`src/common/fifo_flags_pkg.sv`:
```
package fifo_flags_pkg;
  localparam int IDX_W = 5;
  localparam int CNT_W = 6;
  localparam logic [IDX_W-1:0] IDX_RESET = 5'h00;
  localparam logic [CNT_W-1:0] CNT_RESET = 6'h00;
  localparam logic [CNT_W-1:0] CNT_ONE   = 6'h01;
  localparam logic [IDX_W-1:0] IDX_ONE   = 5'h01;
  localparam int FLAG_LOW  = 0;
  localparam int FLAG_HALF = 1;
  localparam int FLAG_EF   = 2;
  localparam int FLAG_W    = 3;
endpackage

```
`src/rtl/can_fifo_status_flags.sv`:
```
`timescale 1ns/1ps
module can_fifo_status_flags (
  // Clock and reset.
  input  wire logic                               clk_sys,
  input  wire logic                               rstn,
  // Configuration.
  input  wire logic                               fifo_direction_select,
  input  wire logic [fifo_flags_pkg::IDX_W-1:0]   fifo_depth_setting,
  // Message engine events.
  input  wire logic                               msg_queued,
  input  wire logic                               msg_done,
  input  wire logic                               fifo_reset,
  input  wire logic                               transmit_queue_reset,
  input  wire logic                               send_request_bit,
  input  wire logic                               serial_write,
  input  wire logic                               sticky_event,
  // Software access.
  input  wire logic                               status_read,
  // Status out.
  output logic                                    empty_or_full_flag,
  output logic                                    half_level_flag,
  output logic                                    not_full_or_not_empty_flag,
  output logic      [fifo_flags_pkg::IDX_W-1:0]   current_message_index,
  output logic      [fifo_flags_pkg::CNT_W-1:0]   message_count,
  output logic                                    sticky_status
);
  typedef struct packed {
    logic [fifo_flags_pkg::CNT_W-1:0]  count;
    logic                              sticky;
  } flag_state_t;

  flag_state_t state;
  flag_state_t next_state;
  logic [fifo_flags_pkg::CNT_W-1:0] depth;
  logic [fifo_flags_pkg::CNT_W:0]   twice_count;
  logic                             is_full;
  logic                             is_empty;

  // Depth is the size setting plus one; the count is one bit wider than the index.
  assign depth       = {1'b0, fifo_depth_setting} + fifo_flags_pkg::CNT_ONE;
  assign twice_count = {state.count, 1'b0};
  assign is_full     = (state.count >= depth);
  assign is_empty    = (state.count == fifo_flags_pkg::CNT_RESET);

  // Occupancy: in transmit mode queue adds and completion drains, in receive mode
  // a received message fills and software draining is msg_done too; a full FIFO
  // ignores further fills rather than wrap.
  always_comb begin
    next_state = state;
    if (fifo_reset || transmit_queue_reset) begin
      next_state.count = fifo_flags_pkg::CNT_RESET;
    end else begin
      if (msg_queued && !msg_done && !is_full) begin
        next_state.count = state.count + fifo_flags_pkg::CNT_ONE;
      end else if (msg_done && !msg_queued && !is_empty) begin
        next_state.count = state.count - fifo_flags_pkg::CNT_ONE;
      end
    end
    // Set beats clear so an event in the clearing cycle is not lost.
    if (status_read || transmit_queue_reset || send_request_bit || serial_write) begin
      next_state.sticky = 1'b0;
    end
    if (sticky_event) begin
      next_state.sticky = 1'b1;
    end
  end

  // State register.
  always_ff @(posedge clk_sys or negedge rstn) begin
    if (!rstn) begin
      state.count  <= fifo_flags_pkg::CNT_RESET;
      state.sticky <= 1'b0;
    end else begin
      state <= next_state;
    end
  end

  // Flags follow the registered count directly, so they change with it.
  always_comb begin
    if (fifo_direction_select) begin
      empty_or_full_flag         = is_empty;
      half_level_flag            = ({1'b0, depth} >= twice_count);
      not_full_or_not_empty_flag = !is_full;
    end else begin
      empty_or_full_flag         = is_full;
      half_level_flag            = (twice_count >= {1'b0, depth});
      not_full_or_not_empty_flag = !is_empty;
    end
  end

  assign message_count = state.count;
  assign sticky_status = state.sticky;

  // Index tracking lives in its own small module.
  fifo_index_tracker u_index (
    .clk_sys               (clk_sys),
    .rstn                  (rstn),
    .fifo_reset            (fifo_reset | transmit_queue_reset),
    .msg_done              (msg_done),
    .fifo_depth_setting    (fifo_depth_setting),
    .current_message_index (current_message_index)
  );
endmodule

```
`src/rtl/fifo_index_tracker.sv`:
```
`timescale 1ns/1ps
module fifo_index_tracker (
  // Clock and reset.
  input  wire logic                               clk_sys,
  input  wire logic                               rstn,
  // Events and the size setting.
  input  wire logic                               fifo_reset,
  input  wire logic                               msg_done,
  input  wire logic [fifo_flags_pkg::IDX_W-1:0]   fifo_depth_setting,
  // Index out.
  output logic      [fifo_flags_pkg::IDX_W-1:0]   current_message_index
);
  typedef struct packed {
    logic [fifo_flags_pkg::IDX_W-1:0] idx;
  } idx_state_t;

  idx_state_t state;
  idx_state_t next_state;

  // Index moves only on a completed or aborted message or a FIFO reset (back to zero), wrapping at the size setting.
  always_comb begin
    next_state = state;
    if (fifo_reset) begin
      next_state.idx = fifo_flags_pkg::IDX_RESET;
    end else if (msg_done) begin
      if (state.idx >= fifo_depth_setting) begin
        next_state.idx = fifo_flags_pkg::IDX_RESET;
      end else begin
        next_state.idx = state.idx + fifo_flags_pkg::IDX_ONE;
      end
    end
  end

  // State register.
  always_ff @(posedge clk_sys or negedge rstn) begin
    if (!rstn) begin
      state.idx <= fifo_flags_pkg::IDX_RESET;
    end else begin
      state <= next_state;
    end
  end

  assign current_message_index = state.idx;
endmodule

```
`config.mk`:
```
export PLATFORM = sky130hd
export DESIGN_NAME = can_fifo_status_flags
export DESIGN_NICKNAME = d
export VERILOG_FILES = /design/src/common/fifo_flags_pkg.sv /design/src/rtl/can_fifo_status_flags.sv /design/src/rtl/fifo_index_tracker.sv
export SDC_FILE = /design/constraint.sdc
export NUM_CORES = 1
export LEC_CHECK = 0
export ABC_CLOCK_PERIOD_IN_PS = 8100
export BUFFER_PORTS_ARGS = -buffer_cell sky130_fd_sc_hd__buf_2
export CAP_MARGIN = 20
export CORE_UTILIZATION = 30
export DETAILED_ROUTE_END_ITERATION = 16
export SLEW_MARGIN = 0
export SYNTH_ARGS = -nofsm -noshare
export SYNTH_HDL_FRONTEND = slang
export SYNTH_SLANG_ARGS = --single-unit
export TNS_END_PERCENT = 1
```
`constraint.sdc`:
```
create_clock -name clk_sys -period 8.1 [get_ports clk_sys]
set_input_delay 0.405 -clock clk_sys [delete_from_list [all_inputs] [get_ports clk_sys]]
set_output_delay 0.405 -clock clk_sys [all_outputs]
set_load 0.01 [all_outputs]
```
* Word level (Yosys, flattened, before mapping)
Cells that the tools add are included.
** Storage, ports and cells
- Flip-flop bits (word level) :: 12
- Bits of input ports :: 16
- Word-level logic and storage cells :: 39
** Operators by class
- Add/sub/neg operators :: 4
- Order comparisons :: 4
- Multiplexer cells :: 11
- Bitwise operators :: 1
- Reductions and logical operators :: 16
** Operator list (number)
- 6-bit two-way mux :: 3
- 5-bit two-way mux :: 3
- 6-bit by 7-bit >= comparator with 1-bit output :: 1
- 7-bit by 6-bit >= comparator with 1-bit output :: 1
- 5-bit by 1-bit adder with 6-bit output, second input constant :: 1
- 6-bit by 1-bit adder with 6-bit output, second input constant :: 1
- 6-bit >= comparator :: 1
- 6-bit zero test :: 1
- 6-bit by 1-bit subtractor with 6-bit output, second input constant :: 1
- 5-bit by 1-bit adder with 5-bit output, second input constant :: 1
- 5-bit >= comparator :: 1
- 1-bit two-way mux :: 5
- 1-bit logical AND :: 4
- 1-bit zero test :: 4
- 1-bit logical OR :: 4
- 2-bit nonzero test :: 2
- 3-bit nonzero test :: 1
- 1-bit OR :: 1

* Depth between registers and ports, before layout
- Depth in word-level cells :: 6
- Depth in mapped cells :: 16

* Cells and area by module
Synthesis repeated with hierarchy kept, for this count alone.
** Second synthesis, totals
- Cell total of the unflattened synthesis :: 140
- Area, all modules :: 1270.0 um^2
** Modules (own cells, without submodules)
- can_fifo_status_flags :: instances 1, cells an instance 103, area each 892.1 um^2, sequential area each 175.2 um^2
- fifo_index_tracker :: instances 1, cells an instance 37, area each 377.9 um^2, sequential area each 125.1 um^2

* Least setup slack after synthesis
No wires, ideal clock.
- Path type :: input-to-reg
- Start :: input port fifo_depth_setting[0] (netlist name)
- End :: register state, in the netlist message_count[5]
- Library setup time :: 125 ps
- Arrival time :: 3438 ps
- Required time :: 7975 ps
- Path slack :: 4537 ps
- Stages on the path :: 16
- Buffers on the path :: 0
- Path through :: ha_1 > xnor2_1 > ha_1 > a21o_1 > a31oi_1 > maj3_2 > a21oi_1 > nor4b_1 > inv_1 > ha_1 > a211oi_1 > o21bai_1 > a21oi_1 > nand2_1 > o31ai_1 > mux2_2
** Between the ends
- Cells in the longest elaborated chain, start to end :: 6
** Ends and longest elaborated chain
- start, declared :: RTL line can_fifo_status_flags.sv:8 : input wire logic [fifo_flags_pkg::IDX_W-1:0] fifo_depth_setting,
- 5-bit by 1-bit adder with 6-bit output * :: RTL line can_fifo_status_flags.sv:40 : assign depth = {1'b0, fifo_depth_setting} + fifo_flags_pkg::CNT_ONE;
- 6-bit >= comparator * :: RTL line can_fifo_status_flags.sv:42 : assign is_full = (state.count >= depth);
- 1-bit zero test * :: RTL line can_fifo_status_flags.sv:53 : if (msg_queued && !msg_done && !is_full) begin
- 1-bit logical AND * :: RTL line can_fifo_status_flags.sv:53
- 6-bit two-way mux :: RTL line can_fifo_status_flags.sv:53
- 6-bit two-way mux :: RTL line can_fifo_status_flags.sv:50 : if (fifo_reset || transmit_queue_reset) begin
- end signal, assigned :: RTL line can_fifo_status_flags.sv:74 : state <= next_state;
- end, declared :: RTL line can_fifo_status_flags.sv:32 : flag_state_t state;
Every way passes the cells marked *; elsewhere a longest branch is shown, timed or not.
A chain may end at the register's enable or synchronous reset.

* Worst setup path after layout
Same ends and word-level chain as after synthesis.

==> out/summary.md <==
The flow ran to the end, and the final reports show no timing, DRC or antenna violations. Most area-hungry cell type in the Yosys netlist: sky130_fd_sc_hd__dfrtp_1. The tree built by TritonCTS fans out to 12 sinks.

Yosys mapped the design onto 39 distinct sky130hd cell types. At the pin with the least slew margin, the transition time is 0.4367 ns. The logs give 0 for the post-cts repair resize count and 0.1352 for the total global-route track usage. The logs give 1139 for the number of vias after detailed routing and 1503 um^2 for the area of all placed cells without fillers.

Routability-driven placement finished with a final weighted congestion of 0.7662. Entering global routing, the biggest net connects 13 pins. The sequential area share after synthesis is 0.2398. The tool flagged a number of max-cap violations equal to 0.

Leaving out fill and tap cells, the most frequent cell in the layout is sky130_fd_sc_hd__buf_2. Count of standard-cell rows: 23. Measured along the y axis, the die boundary spans 66.61 um. The count of nets left with antenna violations once routing finished came out at 0. Type of element capturing the critical path: a register. The pre-antenna-repair detailed-routing pass consisted of 4 iterations.

By area the synthesized netlist is led by sky130_fd_sc_hd__dfrtp_1 (24%), sky130_fd_sc_hd__ha_1 (18%), sky130_fd_sc_hd__xnor2_1 (6.3%). The clock slew at the register clock pins of the worst setup and hold paths works out to 0.05 ns. In this run the deepest clock path goes through 2 buffers. Setup violations remaining at the end of the flow were counted as 0.

The Yosys step of the flow raised 0 warnings. The worst setup path is launched from a primary input. The tools report the final core utilization as 0.3757. For this design the static power due to leakage is 0.8016 nW. The post-route clock period utilization was 0.4595.

Cell type group with the largest total delay on the critical path: adder cells. Setup repair after global routing left no endpoint under its margin. IR analysis of the VDD net gives a maximum drop of 0.05677 mV.

The growth of design area from synthesis to finish is 19.98%. The headroom to the max-slew limit is 0.7047, and the total negative slack is 0 ns. The area of the die is 4437 um^2.

The number of buffers created by CTS is 3. The path class of the lowest-slack min-delay path was primary input to async pin. The power density over the cells is 145.7 nW/um^2. After layout, the minimum clock period comes to 3.722 ns. Master of the slowest instance on the critical path: sky130_fd_sc_hd__nor4b_1. For the worst-skew pair, the clock arrives at the later sink with an insertion delay of 0.24 ns. The tools report the effective utilization at floorplan as 0.3131. The average vias per placed instance came out at 5.018. The final wirelength was 2747 um. The final worst clock skew is 0.004554 ns. The number of buffers and inverters on the critical path is 2. For the remaining design rule violation count, the log shows 0. TritonCTS built the clock tree.

Synthesis produced 145 cells. In the synthesized netlist the dominant register cell turns out to be sky130_fd_sc_hd__dfrtp_1. Pin placement for this block handled 31 I/O pins. Beginning of the critical path: fifo_depth_setting[0].

After global routing the overflow that remains totals 0. Of all nets on the critical path, the largest fanout is 5. Counting flops with a built-in enable in the synthesized netlist gives 0. The async set-or-reset flop fraction in the synthesized netlist was 1.000; the average wire length per cell after detail routing was 12.10 um. Critical path class: primary input to register.

In the layout the commonest cells are sky130_fd_sc_hd__buf_2 (30), sky130_fd_sc_hd__ha_1 (18), sky130_fd_sc_hd__inv_1 (17). On the worst path, the slowest cell contributes a delay of 0.41 ns. Overall power consumption after layout is estimated at 0.2189 mW.

The tools report the total nets after synthesis as 180. The number of failing hold endpoints at the final stage is 0, and the area fraction of the dominant cell type after synthesis is 0.2398. In this run the critical register-to-register path is launched from message_count[0].

The tools report the clock tree root buffer cell as sky130_fd_sc_hd__clkbuf_8. Input and output buffers added on the ports amount to 30. Number of H-tree levels: 1. The fraction of layout cells with a size suffix above 1 is 0.2373, and the quantity of hold-fixing buffers added after cts is 0.

After detailed placement, the total cell area comes to 1461 um^2. The die is 66.61 um wide. The endpoint arrival time on the critical path is 3.85 ns, and the mean instance size in the synthesized netlist is 8.638 um^2. Most prevalent standard cell on the critical path: sky130_fd_sc_hd__ha_1.

The placed wire-length estimate is 2218 um, and the standard cell core area is 4000 um^2. Based on the critical path, the design can be clocked at up to 268.7 MHz. The synthesized design contains 12 register bits.

The via count of the first global-routing pass was 1070. Initial antenna violation count: 0. The run gives 0 as the number of pins with negative max-slew slack in the final report.

The first global-routing pass estimated 4719 um of wire. 0 antenna diodes ended up in the layout. The mapped netlist covers 1252 um^2.

Buffers added to address setup during post-CTS repair amount to 0. STA puts the critical path data required time at 8.23 ns. The iteration-0 DRC count of the detailed router is 37. Walking the worst path, the cells encountered are buf_2, ha_1, xnor2_1, ha_1, a21o_1, a31oi_1, maj3_2, a21oi_1, nor4b_1, inv_1, ha_1, o21ai_0, o21bai_1, a21oi_1, nand2_1, o31ai_1, mux2_2. The final layout contains 214 nets.
synthesized netlist by cell type, types with 2 or more instances:
master / n
sky130_fd_sc_hd__nor3_1: 2
sky130_fd_sc_hd__a21oi_1: 8
sky130_fd_sc_hd__xnor2_1: 9
sky130_fd_sc_hd__nor3b_1: 2
sky130_fd_sc_hd__a21o_1: 6
sky130_fd_sc_hd__nand2b_1: 2
sky130_fd_sc_hd__mux2i_1: 4
sky130_fd_sc_hd__mux2_2: 2
sky130_fd_sc_hd__a211oi_1: 2
sky130_fd_sc_hd__o221ai_1: 2
sky130_fd_sc_hd__nand2_1: 10
sky130_fd_sc_hd__o21ai_0: 8
sky130_fd_sc_hd__ha_1: 18
sky130_fd_sc_hd__inv_1: 17
sky130_fd_sc_hd__dfrtp_1: 12
sky130_fd_sc_hd__nor2_1: 11
sky130_fd_sc_hd__nor2b_1: 4
sky130_fd_sc_hd__nand3_1: 5
final timing paths:
kind | to | slack (ns) | depth (start not counted)
worst max-delay path | message_count[5] | 4.38 | 17
worst min-delay path | u_index.current_message_index[1] | 0.04 | 1
worst max register to register | message_count[5] | 4.44 | 15
worst min register to register | sticky_status | 0.49 | 1
max in group asynchronous | message_count[2] | 7.83 | 1
min in group clk_sys | sticky_status | 0.35 | 2
stage by stage:
step | setup slack [ns] | hold slack (ns) | cells
after floorplan | 4.537 | 0.1094 | 145
after global placement | 4.178 | 0.3035 | 224
after detailed placement | 4.115 | 0.3056 | 224
after CTS | 4.362 | 0.04942 | 227
after global routing | 4.040 | 0.05726 | 227
final | 4.378 | 0.04041 | 227
per-layer routing:
metal  up-vias  wire (um)  track usage
met5         -          0            0
met1       540       1296       0.1762
met2        21       1355       0.2336
met4         0         23      0.02660
met3         2         71      0.02055
li1        576          -            -
worst register-to-register path, delay by kind of cell (launching register included):
kind                       cells  cell delay, ns
buffers and inverters          2            0.34
DFF                            1            0.47
muxes                          1            0.36
and+or+nand+nor                3            0.63
AOI/OAI and AO/OA              6            0.85
adders and majority gates      3            0.89
state kept, by name, indices dropped and copies added (netlist names):
register,flops
u_index.current_message_index,5
message_count,6
sticky_status,1
power breakdown:
part,internal [mW],switching (mW),leakage [nW]
Combinational,0.0458,0.0486,0.617
Clock,0.0327,0.0207,0.0216
Sequential,0.0635,0.00767,0.163
Total,0.142,0.0769,0.802
kinds of logic after synthesis:
group,count (synthesis),synth area share
flops,12,0.2398
fa+ha+maj,20,0.2048
mux,6,0.04995
compound gates,32,0.1738
buf+inv,18,0.05394
xor+xnor,11,0.08293
simple gates,46,0.1948
layout make-up:
cell class	count	area (um^2)
tap	50	62.56
timing repair buffer	30	150.1
fill	411	2497
clock buffer	3	41.29
multi-input combinational	115	884.6
inverter	17	63.81
sequential	12	300.3
(Power assumes the default switching activity.)
